<file path="src/rtl/ffsm_pkg.sv">
// package: register map, field positions and reset values of the fault flag and monitor bank
// assumes byte-wide registers, one per aligned 32-bit apb word
package ffsm_pkg;
  // printed offsets are register indices; byte address is four times the index
  localparam logic [7:0] FFSM_IDX_FLAGS = 8'h01;
  localparam logic [7:0] FFSM_IDX_GAIN = 8'h03;
  localparam logic [7:0] FFSM_IDX_REFCTL = 8'h05;
  localparam logic [7:0] FFSM_IDX_EXC1 = 8'h06;
  localparam logic [7:0] FFSM_IDX_BIAS = 8'h08;
  localparam logic [7:0] FFSM_IDX_SYSCTL = 8'h09;
  localparam logic [7:0] FFSM_IDX_STAT = 8'h20;
  // flag byte bits
  localparam int FFSM_FLAG_POWERON = 7;
  localparam int FFSM_FL_RDY = 6;
  localparam int FFSM_FL_PH = 5;
  localparam int FFSM_FL_PL = 4;
  localparam int FFSM_FL_NH = 3;
  localparam int FFSM_FL_NL = 2;
  localparam int FFSM_FL_R3 = 1;
  localparam int FFSM_FL_R0 = 0;
  // sensor biasing: bit 6 level, bits 5..0 hold inputs 0..5, bit 7 common input
  localparam int FFSM_BIAS_LVL = 6;
  localparam int FFSM_BIAS_COM = 7;
  // system control: monitor select [7:5], prepend flags bit 0
  localparam int FFSM_SYS_SRC_LSB = 5;
  localparam int FFSM_SYS_SEND = 0;
  // reference control: monitor enable [7:6]
  localparam int FFSM_REF_EN_LSB = 6;
  // excitation 1: rail monitor enable bit 7
  localparam int FFSM_EXC_RAIL_EN = 7;
  // gain: amplifier enable [6:5], gain code [2:0]
  localparam int FFSM_GAIN_EN_LSB = 5;
  localparam logic [2:0] FFSM_GAIN_ONE = 3'h0;
  localparam logic [7:0] FFSM_RST_GAIN = 8'h00;
  localparam logic [7:0] FFSM_RST_REFCTL = 8'h00;
  localparam logic [7:0] FFSM_RST_EXC1 = 8'h00;
  localparam logic [7:0] FFSM_RST_BIAS = 8'h00;
  localparam logic [7:0] FFSM_RST_SYSCTL = 8'h00;
  // start-up cycles before the ready flag rises
  localparam int FFSM_STARTUP_CYC = 16;
  typedef enum logic [2:0]
  {
    FFSM_MON_OFF = 3'h0,
    FFSM_MON_MID = 3'h1,
    FFSM_MON_TEMP = 3'h2,
    FFSM_MON_AVDD = 3'h3,
    FFSM_MON_DVDD = 3'h4,
    FFSM_MON_BO02 = 3'h5,
    FFSM_MON_BO1 = 3'h6,
    FFSM_MON_BO10 = 3'h7
  } ffsm_mon_t;
endpackage

</file>
<file path="src/rtl/ffsm_fault_latch.sv">
// fault latch: gathers faults across one conversion, publishes at its end
// assumes conv_end is a one-cycle pulse marking the falling edge of data ready
`timescale 1ns/1ps
module ffsm_fault_latch
  import ffsm_pkg::*;
#(
  parameter int W = 4
)
(
  input wire logic pclk,
  input wire logic presetn,
  input wire logic enable,
  input wire logic [W-1:0] fault_in,
  input wire logic conv_end,
  output logic [W-1:0] flags
);
  typedef struct packed
  {
    logic [W-1:0] acc;
    logic [W-1:0] flags;
  } ffsm_fl_st_t;
  ffsm_fl_st_t st_reg;
  ffsm_fl_st_t st_next;

  always_comb
  begin
    st_next = st_reg;
    if (conv_end)
    begin
      // fault arriving in the last cycle still counts for this conversion
      st_next.flags = st_reg.acc | (enable ? fault_in : '0);
      st_next.acc = '0;
    end
    else if (enable)
    begin
      st_next.acc = st_reg.acc | fault_in;
    end
    if (!enable && conv_end)
      st_next.flags = '0;
  end

  always_ff @(posedge pclk or negedge presetn)
  begin
    if (!presetn)
      st_reg <= '0;
    else
      st_reg <= st_next;
  end

  assign flags = st_reg.flags;

  property p_hold_between;
    @(posedge pclk) disable iff (!presetn) !conv_end |=> flags == $past(flags);
  endproperty
  a_hold_between: assert property (p_hold_between) else $error("flags moved mid conversion");

  property p_capture;
    @(posedge pclk) disable iff (!presetn) (enable && |fault_in && !conv_end) ##1 (enable && conv_end) |=> |flags;
  endproperty
  a_capture: assert property (p_capture) else $error("fault lost at conversion end");
endmodule

</file>
<file path="src/rtl/ffsm_top.sv">
// fault flag and system monitor register bank with apb slave
// assumes analog fault comparators and conversion-end pulse arrive synchronous to pclk
`timescale 1ns/1ps
module ffsm_top
  import ffsm_pkg::*;
#(
  parameter int STARTUP_CYC = FFSM_STARTUP_CYC
)
(
  input wire logic pclk,
  input wire logic presetn,
  input wire logic psel,
  input wire logic penable,
  input wire logic pwrite,
  input wire logic [11:0] paddr,
  input wire logic [31:0] pwdata,
  output logic [31:0] prdata,
  output logic pready,
  output logic pslverr,
  input wire logic [3:0] rail_fault,
  input wire logic [1:0] ref_fault,
  input wire logic conv_end,
  input wire logic data_read,
  output logic bias_level_select,
  output logic [6:0] bias_input_connect,
  output logic ext_inputs_connect,
  output logic [2:0] monitor_source_select,
  output logic [1:0] burnout_current_source,
  output logic burnout_enable,
  output logic [2:0] effective_gain,
  output logic rail_monitor_enable,
  output logic [1:0] reference_monitor_enable,
  output logic prepend_flags_enable,
  output logic [7:0] prepend_byte
);
  localparam int CW = $clog2(STARTUP_CYC + 1);

  typedef struct packed
  {
    logic [7:0] gain;
    logic [7:0] refctl;
    logic [7:0] exc1;
    logic [7:0] bias;
    logic [7:0] sysctl;
    logic por;
    logic rdy;
    logic [CW-1:0] cnt;
    logic [31:0] prdata;
    logic pready;
    logic pslverr;
    logic bias_lvl;
    logic [6:0] bias_conn;
    logic ext_conn;
    logic [2:0] mon;
    logic [1:0] bo_sel;
    logic bo_en;
    logic [2:0] eff_gain;
    logic rail_en;
    logic [1:0] ref_en;
    logic send;
    logic [7:0] pre_byte;
  } ffsm_st_t;

  ffsm_st_t st_reg;
  ffsm_st_t st_next;
  logic [3:0] rail_flags;
  logic [1:0] ref_flags;
  logic [7:0] flag_byte;

  // registers sit on word boundaries; anything else is unmapped
  function automatic logic [7:0] ffsm_idx(input logic [11:0] a);
    ffsm_idx = a[9:2];
  endfunction

  ffsm_fault_latch #(.W(4)) u_rail
  (
    .pclk(pclk),
    .presetn(presetn),
    .enable(st_reg.exc1[FFSM_EXC_RAIL_EN]),
    .fault_in(rail_fault),
    .conv_end(conv_end),
    .flags(rail_flags)
  );

  ffsm_fault_latch #(.W(2)) u_ref
  (
    .pclk(pclk),
    .presetn(presetn),
    .enable(|st_reg.refctl[FFSM_REF_EN_LSB +: 2]),
    .fault_in(ref_fault),
    .conv_end(conv_end),
    .flags(ref_flags)
  );

  assign flag_byte = {st_reg.por, st_reg.rdy, rail_flags, ref_flags};

  always_comb
  begin
    logic acc;
    logic [7:0] idx;
    logic mapped;
    logic [2:0] m;
    acc = psel && penable && !st_reg.pready;
    idx = ffsm_idx(paddr);
    mapped = (paddr[1:0] == 2'h0) && (paddr[11:10] == 2'h0) &&
             (idx == FFSM_IDX_FLAGS || idx == FFSM_IDX_GAIN || idx == FFSM_IDX_REFCTL ||
              idx == FFSM_IDX_EXC1 || idx == FFSM_IDX_BIAS || idx == FFSM_IDX_SYSCTL ||
              idx == FFSM_IDX_STAT);
    m = st_reg.sysctl[FFSM_SYS_SRC_LSB +: 3];
    st_next = st_reg;
    st_next.pready = acc;
    st_next.pslverr = acc && !mapped;
    st_next.prdata = 32'h0000_0000;
    // start-up counter drives the ready flag
    if (!st_reg.rdy)
    begin
      if (st_reg.cnt == CW'(STARTUP_CYC))
        st_next.rdy = 1'b1;
      else
        st_next.cnt = st_reg.cnt + CW'(1);
    end
    if (acc && mapped)
    begin
      if (pwrite)
      begin
        // configuration writes refused until start-up completes
        if (st_reg.rdy)
        begin
          unique case (idx)
            FFSM_IDX_FLAGS:
            begin
              if (!pwdata[FFSM_FLAG_POWERON])
                st_next.por = 1'b0;
            end
            FFSM_IDX_GAIN: st_next.gain = pwdata[7:0];
            FFSM_IDX_REFCTL: st_next.refctl = pwdata[7:0];
            FFSM_IDX_EXC1: st_next.exc1 = pwdata[7:0];
            FFSM_IDX_BIAS: st_next.bias = pwdata[7:0];
            FFSM_IDX_SYSCTL: st_next.sysctl = pwdata[7:0];
            default: st_next.por = st_reg.por;
          endcase
        end
      end
      else
      begin
        unique case (idx)
          FFSM_IDX_FLAGS: st_next.prdata = {24'h00_0000, flag_byte};
          FFSM_IDX_GAIN: st_next.prdata = {24'h00_0000, st_reg.gain};
          FFSM_IDX_REFCTL: st_next.prdata = {24'h00_0000, st_reg.refctl};
          FFSM_IDX_EXC1: st_next.prdata = {24'h00_0000, st_reg.exc1};
          FFSM_IDX_BIAS: st_next.prdata = {24'h00_0000, st_reg.bias};
          FFSM_IDX_SYSCTL: st_next.prdata = {24'h00_0000, st_reg.sysctl};
          default: st_next.prdata = {19'h0_0000, st_reg.bo_en, st_reg.bo_sel, st_reg.ext_conn,
                                     st_reg.eff_gain, 3'h0, st_reg.mon};
        endcase
      end
    end
    // analog routing decoded from the settled registers
    st_next.mon = m;
    st_next.bias_lvl = st_reg.bias[FFSM_BIAS_LVL];
    st_next.bias_conn = {st_reg.bias[FFSM_BIAS_COM], st_reg.bias[5:0]};
    st_next.ext_conn = 1'b1;
    st_next.bo_en = 1'b0;
    st_next.bo_sel = 2'h0;
    st_next.eff_gain = st_reg.gain[2:0];
    unique case (ffsm_mon_t'(m))
      FFSM_MON_OFF: st_next.ext_conn = 1'b1;
      FFSM_MON_MID: st_next.ext_conn = 1'b0;
      FFSM_MON_TEMP: st_next.ext_conn = 1'b0;
      FFSM_MON_AVDD, FFSM_MON_DVDD:
      begin
        st_next.ext_conn = 1'b0;
        st_next.eff_gain = FFSM_GAIN_ONE;
      end
      FFSM_MON_BO02, FFSM_MON_BO1, FFSM_MON_BO10:
      begin
        st_next.bo_en = 1'b1;
        st_next.bo_sel = m[1:0] - 2'h1;
      end
    endcase
    st_next.rail_en = st_reg.exc1[FFSM_EXC_RAIL_EN];
    st_next.ref_en = st_reg.refctl[FFSM_REF_EN_LSB +: 2];
    st_next.send = st_reg.sysctl[FFSM_SYS_SEND];
    // byte to prepend is frozen at the data read strobe
    if (data_read)
      st_next.pre_byte = st_reg.sysctl[FFSM_SYS_SEND] ? flag_byte : 8'h00;
  end

  always_ff @(posedge pclk or negedge presetn)
  begin
    if (!presetn)
    begin
      st_reg <= '0;
      st_reg.gain <= FFSM_RST_GAIN;
      st_reg.refctl <= FFSM_RST_REFCTL;
      st_reg.exc1 <= FFSM_RST_EXC1;
      st_reg.bias <= FFSM_RST_BIAS;
      st_reg.sysctl <= FFSM_RST_SYSCTL;
      st_reg.por <= 1'b1;
      st_reg.ext_conn <= 1'b1;
    end
    else
      st_reg <= st_next;
  end

  assign prdata = st_reg.prdata;
  assign pready = st_reg.pready;
  assign pslverr = st_reg.pslverr;
  assign bias_level_select = st_reg.bias_lvl;
  assign bias_input_connect = st_reg.bias_conn;
  assign ext_inputs_connect = st_reg.ext_conn;
  assign monitor_source_select = st_reg.mon;
  assign burnout_current_source = st_reg.bo_sel;
  assign burnout_enable = st_reg.bo_en;
  assign effective_gain = st_reg.eff_gain;
  assign rail_monitor_enable = st_reg.rail_en;
  assign reference_monitor_enable = st_reg.ref_en;
  assign prepend_flags_enable = st_reg.send;
  assign prepend_byte = st_reg.pre_byte;

  property p_por_sticky;
    @(posedge pclk) disable iff (!presetn)
      st_reg.por && !(psel && penable && pwrite && paddr == 12'h004 && !pwdata[7]) |=> st_reg.por;
  endproperty
  a_por_sticky: assert property (p_por_sticky) else $error("power-on flag lost without write");

  property p_supply_gain;
    @(posedge pclk) disable iff (!presetn)
      (st_reg.sysctl[7:5] == 3'h3 || st_reg.sysctl[7:5] == 3'h4) ##1 $stable(st_reg.sysctl)
      |-> effective_gain == 3'h0 && !ext_inputs_connect;
  endproperty
  a_supply_gain: assert property (p_supply_gain) else $error("supply monitor gain not one");

  property p_temp_route;
    @(posedge pclk) disable iff (!presetn)
      st_reg.sysctl[7:5] == 3'h2 |=> !ext_inputs_connect && effective_gain == $past(st_reg.gain[2:0]);
  endproperty
  a_temp_route: assert property (p_temp_route) else $error("temperature routing wrong");

  property p_burnout;
    @(posedge pclk) disable iff (!presetn)
      st_reg.sysctl[7:5] == 3'h7 |=> burnout_enable && burnout_current_source == 2'h2;
  endproperty
  a_burnout: assert property (p_burnout) else $error("10 uA burn-out not selected");

  property p_off_clean;
    @(posedge pclk) disable iff (!presetn)
      st_reg.sysctl[7:5] == 3'h0 |=> !burnout_enable && ext_inputs_connect;
  endproperty
  a_off_clean: assert property (p_off_clean) else $error("code 000 not clean");

  property p_mid;
    @(posedge pclk) disable iff (!presetn) st_reg.sysctl[7:5] == 3'h1 |=> !ext_inputs_connect;
  endproperty
  a_mid: assert property (p_mid) else $error("mid-scale not selected");

  property p_bias;
    @(posedge pclk) disable iff (!presetn) 1'b1 |=> bias_level_select == $past(st_reg.bias[6]);
  endproperty
  a_bias: assert property (p_bias) else $error("bias level mismatch");

  property p_rdy;
    @(posedge pclk) disable iff (!presetn) st_reg.rdy |=> st_reg.rdy;
  endproperty
  a_rdy: assert property (p_rdy) else $error("ready flag dropped");

  property p_apb_one_wait;
    @(posedge pclk) disable iff (!presetn) (psel && penable && !pready) |=> pready ##1 !pready;
  endproperty
  a_apb_one_wait: assert property (p_apb_one_wait) else $error("apb answer timing wrong");

  property p_bias_conn;
    @(posedge pclk) disable iff (!presetn)
      1'b1 |=> bias_input_connect == {$past(st_reg.bias[FFSM_BIAS_COM]), $past(st_reg.bias[5:0])};
  endproperty
  a_bias_conn: assert property (p_bias_conn) else $error("bias input connection mismatch");

  property p_temp_sel;
    @(posedge pclk) disable iff (!presetn)
      st_reg.sysctl[7:5] == 3'h2 |=> monitor_source_select == 3'h2 && !burnout_enable;
  endproperty
  a_temp_sel: assert property (p_temp_sel) else $error("temperature sensor not selected");

  property p_supply_sel;
    @(posedge pclk) disable iff (!presetn)
      (st_reg.sysctl[7:5] == 3'h3 || st_reg.sysctl[7:5] == 3'h4)
      |=> monitor_source_select == $past(st_reg.sysctl[7:5]) && !burnout_enable;
  endproperty
  a_supply_sel: assert property (p_supply_sel) else $error("supply monitor not selected");

  property p_burnout_low;
    @(posedge pclk) disable iff (!presetn)
      st_reg.sysctl[7:5] == 3'h5 |=> burnout_enable && burnout_current_source == 2'h0;
  endproperty
  a_burnout_low: assert property (p_burnout_low) else $error("0.2 uA burn-out not selected");

  property p_burnout_mid;
    @(posedge pclk) disable iff (!presetn)
      st_reg.sysctl[7:5] == 3'h6 |=> burnout_enable && burnout_current_source == 2'h1;
  endproperty
  a_burnout_mid: assert property (p_burnout_mid) else $error("1 uA burn-out not selected");

  property p_prepend;
    @(posedge pclk) disable iff (!presetn)
      data_read |=> prepend_byte == ($past(st_reg.sysctl[FFSM_SYS_SEND]) ? $past(flag_byte) : 8'h00);
  endproperty
  a_prepend: assert property (p_prepend) else $error("prepended flag byte wrong");

  property p_flag_read;
    @(posedge pclk) disable iff (!presetn)
      psel && penable && !pready && !pwrite && paddr == 12'h004
      |=> prdata == {24'h00_0000, $past(flag_byte)};
  endproperty
  a_flag_read: assert property (p_flag_read) else $error("flag byte read wrong");

  // a write that arrives while the map is still coming up must leave gain, refctl, bias, sysctl and the power-on flag alone
  property p_no_early_config;
    @(posedge pclk) disable iff (!presetn)
      !st_reg.rdy && psel && penable && !pready && pwrite
      |=> $stable(st_reg.gain) && $stable(st_reg.refctl) && $stable(st_reg.bias) && $stable(st_reg.sysctl) && st_reg.por;
  endproperty
  a_no_early_config: assert property (p_no_early_config) else $error("write taken before ready");

  property p_ready_rise;
    @(posedge pclk) disable iff (!presetn)
      !st_reg.rdy && st_reg.cnt == CW'(STARTUP_CYC) |=> st_reg.rdy;
  endproperty
  a_ready_rise: assert property (p_ready_rise) else $error("ready flag late");

  property p_enables;
    @(posedge pclk) disable iff (!presetn)
      1'b1 |=> rail_monitor_enable == $past(st_reg.exc1[FFSM_EXC_RAIL_EN])
      && reference_monitor_enable == $past(st_reg.refctl[7:6]);
  endproperty
  a_enables: assert property (p_enables) else $error("monitor enable outputs wrong");
endmodule
</file>
<file path="config.mk">
export PLATFORM = sky130hd
export DESIGN_NAME = ffsm_top
export DESIGN_NICKNAME = d
export VERILOG_FILES = /design/src/rtl/ffsm_pkg.sv /design/src/rtl/ffsm_fault_latch.sv /design/src/rtl/ffsm_top.sv
export SDC_FILE = /design/constraint.sdc
export NUM_CORES = 1
export LEC_CHECK = 0
export ABC_AREA = 1
export BUFFER_PORTS_ARGS = -buffer_cell sky130_fd_sc_hd__buf_2
export CORE_MARGIN = 2
export CORE_UTILIZATION = 60
export CTS_BUF_LIST = sky130_fd_sc_hd__clkbuf_8
export CTS_CLUSTER_SIZE = 40
export DETAILED_ROUTE_END_ITERATION = 10
export PLACE_DENSITY = 0.88
export SETUP_SLACK_MARGIN = 0.02
export SYNTH_ARGS = -nofsm -noshare
export SYNTH_HDL_FRONTEND = slang
export SYNTH_SLANG_ARGS = --single-unit
</file>
<file path="constraint.sdc">
create_clock -name pclk -period 2.8 [get_ports pclk]
set_clock_uncertainty 0.05 [all_clocks]
set_input_delay 0.28 -clock pclk [delete_from_list [all_inputs] [get_ports pclk]]
set_output_delay 0.28 -clock pclk [all_outputs]
set_load 0.1 [all_outputs]
</file>
==> results of run 1 <==
==> logic make-up (layout without fill, tap and decap cells) <==
| logic type | after synthesis | in the layout | synth area share [%] |
|---|---|---|---|
| other cells | 1 | 19 | 0.0760 |
| simple gates | 294 | 294 | 28.4 |
| compound gates | 31 | 31 | 3.53 |
| xor+xnor | 4 | 4 | 0.710 |
| fa+ha+maj | 6 | 6 | 1.52 |
| buf+inv | 109 | 145 | 13.0 |
| flops | 104 | 104 | 52.8 |
==> metal layers <==
metal  vias to the layer above  routed length [um]  share of wire, %
met3                        26                 617               5.8
met1                      1784                4410                42
met4                         0                 302               2.8
li1                       1735                   -                 -
met5                         -                   0                 0
met2                       163                5290                50
==> cell usage after synthesis (6+ instances only) <==
library cell,instances
o22ai_1,13
o21ai_0,14
nand4_1,8
ha_1,6
inv_1,45
nor2_1,44
nor3_1,7
nor2_2,6
nand2_1,186
buf_4,57
dfrtp_1,102
nand3_1,15
==> per-stage QoR <==
stage	utilization, %	cell area [um2]	std cells	hold WS [ns]
2_1_floorplan	-	5000	567	-0.0656
3_3_place_gp	62.8	5080	691	0.342
3_5_place_dp	62.8	5080	691	0.337
4_1_cts	65.5	5300	708	0.109
5_1_grt	65.5	5300	708	0.128
6_report	65.5	5300	708	0.120
==> area by class of cell <==
class                           instances  area (um2)  area share [%]
Sequential cell                       104        2610            49.2
Multi-Input combinational cell        354        1760            33.1
Timing Repair Buffer                   80         413            7.79
Inverter                               49         184            3.47
Clock buffer                           10         138            2.60
Tap cell                              105         131            2.48
Clock inverter                          6        72.6            1.37
==> power by group <==
group          switching, mW  total, mW  internal, mW
Clock                  0.532      0.981         0.449
Combinational          0.203      0.233        0.0293
Sequential           0.00101       1.50          1.50
Total                  0.736       2.72          1.98
==> worst paths after layout <==
path                                from                     to  slack [ns]
min                        rail_fault[0]       u_rail.st_reg[4]        0.12
max                           st_reg[64]             st_reg[68]        0.91
max in group asynchronous        presetn     ext_inputs_connect        1.36
min reg2reg                  st_next[24]  bias_input_connect[2]        0.37
min in group asynchronous        presetn             st_reg[66]        0.49
max reg2reg                   st_reg[64]             st_reg[68]        0.91
==> timing repair <==
action	in CTS	in global routing
endpoints found under the hold margin	23	0
hold buffers	1	0
buffers inserted	0	0
==> worst register-to-register path: cells and delay by family, from the launching register on <==
| kind | cells | cell delay [ns] |
|---|---|---|
| adder cells (fa/ha/maj) | 1 | 0.16 |
| XOR/XNOR | 1 | 0.11 |
| flip-flops | 1 | 0.42 |
| buffers and inverters | 1 | 0.10 |
| AO/OA/AOI/OAI | 1 | 0.64 |
| AND/OR/NAND/NOR | 3 | 0.35 |
==> metrics.cfg, run 1 <==
[clock_network]
cts_sinks=104
cts_buffer_depth=2
ctsResizeCount=0
cts_buffers=9
cts_tree=done
clock_latency_ns=0.36
clk_pin_slew_ns=0.11
h-tree-depth=3
cts-root-buf=clkbuf_8

[final_layout]
largest_register_ffs=30
fin_nets=661
n_fill_cell=616
final_common_cell=nand2_1
drive_gt1_share_pct=21.2
areaGrowthSynthToFinish_pct=7.43
final_cell_mix=nand2_1 (186), dfrtp_1 (102), buf_2 (76)
antenna_cells=0

[global_route]
top_usage_layer=met2
grt_overflow_total=0
grt_pass1_vias=3638
grt_util_met2_pct=40.9
antenna_found_initial=0
grtUsageTotal_pct=24.8
gr-usage-met1_pct=32.4
grt_pass1_wl_um=17100
grt_use_met3_pct=3.27
grt_max_degree=70

[timing]
relSlewSlack_pct=42.1
finalSetupViolCount=0
final-max-slew-violation-count=0
post-route-period-util_pct=67.5
max_slew.worst_pin.slew_ns=0.869
hold_viol=0
grt_setup_unrepaired=no
setup_ws_ns=0.910
tns_ns=0
max_freq_ghz=0.529
period_needed_ns=1.89

[critical_path]
rr_worst_depth=7
cp_cell_sequence=inv_1 > ha_1 > nand2_1 > o31ai_1 > nor2_1 > nand3_1 > xnor2_1
crit_buf_inv=1
cp_slowest_cell=o31ai_1
crit_family=compound AO/OA/AOI/OAI gates
max_stage_delay_ns=0.64
cp_max_fo=6
critPathArrivalTime_ns=2.14
crit_cells=7
critical_path_class=flop to flop
cp-start-kind=flop
critPathCaptureType=flop
cp_data_required_time_ns=3.05

[place]
place_hpwl_um=7840
portBuffers=77
globalplace.congestion=0.914
post-place-ws_ns=0.586

[route]
drtPass1Iterations=5
routedWlPerCell_um=15.0
viasPerCell=5.24
drt_wl_total_um=10600
drt_iter0_drc=301
dr_total_vias=3708
drc=0
ant_nets=0

[run_status]
status=completed

[synthesis]
async_flop_share_pct=100
ys.flop_type=dfrtp_1
synth_edf_count=0
yosysWarnings=0
yosys_register_bits=104
synth_top_area_share_pct=51.8
yosysUniqueCellTypes=34
netlist_area_um2=4930
synth_area_leaders=dfrtp_1 (52%), nand2_1 (14%), buf_4 (8.7%), inv_1 (3.4%), nor2_1 (3.3%)
ys_seq_area_share_pct=52.8
synth_area_leader_cell=dfrtp_1
synth_cells=549
avgSynthCellArea_um2=8.98

[floorplanning]
die_w_um=94.7
row_count=33
core_area_um2=8090
initial_core_util_pct=60.9
dieHeight_um=94.7
die_area_um2=8960
num_io_pins=121

[hold_path]
hold_depth=3
holdCritPathClass=input port to flop

[pwr]
finalPower_mw=2.72
peakVddDrop_mv=0.223
p_leak_nw=3.05
power_density_nw_per_um2=513

[run]
cap_viol_max_count=0

No activity file was read; power rests on OpenSTA's default activity.
==> run 2, diff against run 1 <==
Settings changed: CORE_UTILIZATION 60 to 50, PLACE_DENSITY 0.88 to 0.78.
Clock period 2.8 ns to 1.55 ns, I/O delays scaled along.
==> metrics.cfg, run 2 (synthesized netlist as in run 1, its figures left out) <==
[clock_network]
cts_buffers=9
cts_sinks=104
cts_tree=done
cts_buffer_depth=2
clk_pin_slew_ns=0.09
cts-root-buf=clkbuf_8
h-tree-depth=3
clock_latency_ns=0.37

[place]
post-place-ws_ns=-0.196
place_area_um2=5350
portBuffers=77
globalplace.congestion=0.886
place_hpwl_um=7880

[route]
viasPerCell=4.86
dr_total_vias=3751
drtPass1Iterations=4
drt_wl_total_um=10500
routedWlPerCell_um=13.6
drt_iter0_drc=194
ant_nets=0
drc=0

[floorplanning]
die_w_um=103
num_io_pins=121
row_count=36
core_area_um2=9680
die_area_um2=10700
dieHeight_um=103
initial_core_util_pct=50.9

[final_layout]
final_common_cell=nand2_1
final_cell_mix=nand2_1 (185), dfrtp_1 (101), buf_2 (75)
areaGrowthSynthToFinish_pct=15.1
drive_gt1_share_pct=25.2
antenna_cells=0
final_area_um2=5680
fin_nets=697
largest_register_ffs=30

[critical_path]
cp_data_required_time_ns=1.80
critPathCaptureType=flop
cp_slowest_cell=dfrtp_1
critical_path_class=flop to flop
critPathArrivalTime_ns=1.71
r2r_start=st_reg[64]
cp-startpoint=st_reg[64]
cp_max_fo=4
cp-start-kind=flop
cp_cell_sequence=inv_2 > ha_1 > nand2_2 > o31ai_4 > buf_4 > nor2_1 > a21oi_1
max_stage_delay_ns=0.42

[timing]
max_slew.worst_pin.slew_ns=0.535
relSlewSlack_pct=64.4
finalSetupViolCount=0
hold_viol=1
post-route-period-util_pct=94.2
whs_ns=-0.000116
grt_setup_unrepaired=yes
period_needed_ns=1.46
max_freq_ghz=0.685
final-max-slew-violation-count=0
setup_ws_ns=0.0904

[global_route]
grt_max_degree=105
grt_overflow_total=0
grt_pass1_vias=3643
grt_pass1_wl_um=16900
antenna_found_initial=0
grtUsageTotal_pct=21.2

[pwr]
p_leak_nw=3.22
power_density_nw_per_um2=857
peakVddDrop_mv=0.540

[hold_path]
holdCritPathClass=input port to flop
hp-start=rail_fault[2]

[run_status]
violations=negative hold slack
status=finished, violations left

[run]
cap_viol_max_count=0

## run 2: final cells by class
class / instances / area, um2
clock buffers: 10 / 138
clock inverters: 6 / 68.8
fillers: 859 / 4010
inverters: 49 / 184
multi-input cells: 354 / 1780
flip-flops and latches: 104 / 2610
well taps: 133 / 166
repair buffers: 116 / 731
## run 2: layer usage
metal	vias up	track usage (%)	wire, um
met5	-	0	0
li1	1814	-	-
met2	119	35.4	5250
met4	0	7.39	234
met3	15	5.91	657
met1	1803	26.5	4370
## run 2: path summary, 6_finish.rpt
path / endpoint / slack [ns] / cells past startpoint
max: st_reg[65] / 0.09 / 7
min: u_rail.st_reg[6] / -0.0001 / 3
max reg2reg: st_reg[65] / 0.09 / 7
min reg2reg: bias_input_connect[3] / 0.36 / 0
max in group asynchronous: pready / 0.69 / 3
min in group asynchronous: rail_monitor_enable / 0.33 / 3
## run 2: metrics by stage
step	std cells	hold WS, ns	TNS, ns	util (%)	power (mW)
floorplan	567	-0.191	0	-	3.09
global placement	746	0.201	-3.24	55.3	3.20
detailed placement	746	0.209	-4.56	55.3	3.20
CTS	769	0.00248	0	58.2	4.90
global route	772	0.00596	0	58.6	5.05
finish	772	-0.000116	0	58.6	4.87
## run 2: where the power goes
part           switching, mW  internal (mW)  total, mW
combinational          0.369         0.0802      0.449
clock                  0.905          0.795       1.70
sequential           0.00195           2.71       2.72
## run 2: timing repair
| item | in CTS | in global routing |
|---|---|---|
| pin swaps | 0 | 2 |
| endpoints found under the hold margin | 115 | 2 |
| gates resized for setup | 1 | 5 |
| setup buffers | 0 | 1 |
| setup endpoints to repair | 1 | 13 |
| hold buffers | 7 | 2 |
## run 2: worst max-delay path, delay by kind of cell (launching register included)
family / cells / cell delay [ns]
AOI/OAI and AO/OA: 2 / 0.41
DFF: 1 / 0.42
adders and majority gates: 1 / 0.15
buffers and inverters: 2 / 0.26
and+or+nand+nor: 2 / 0.11
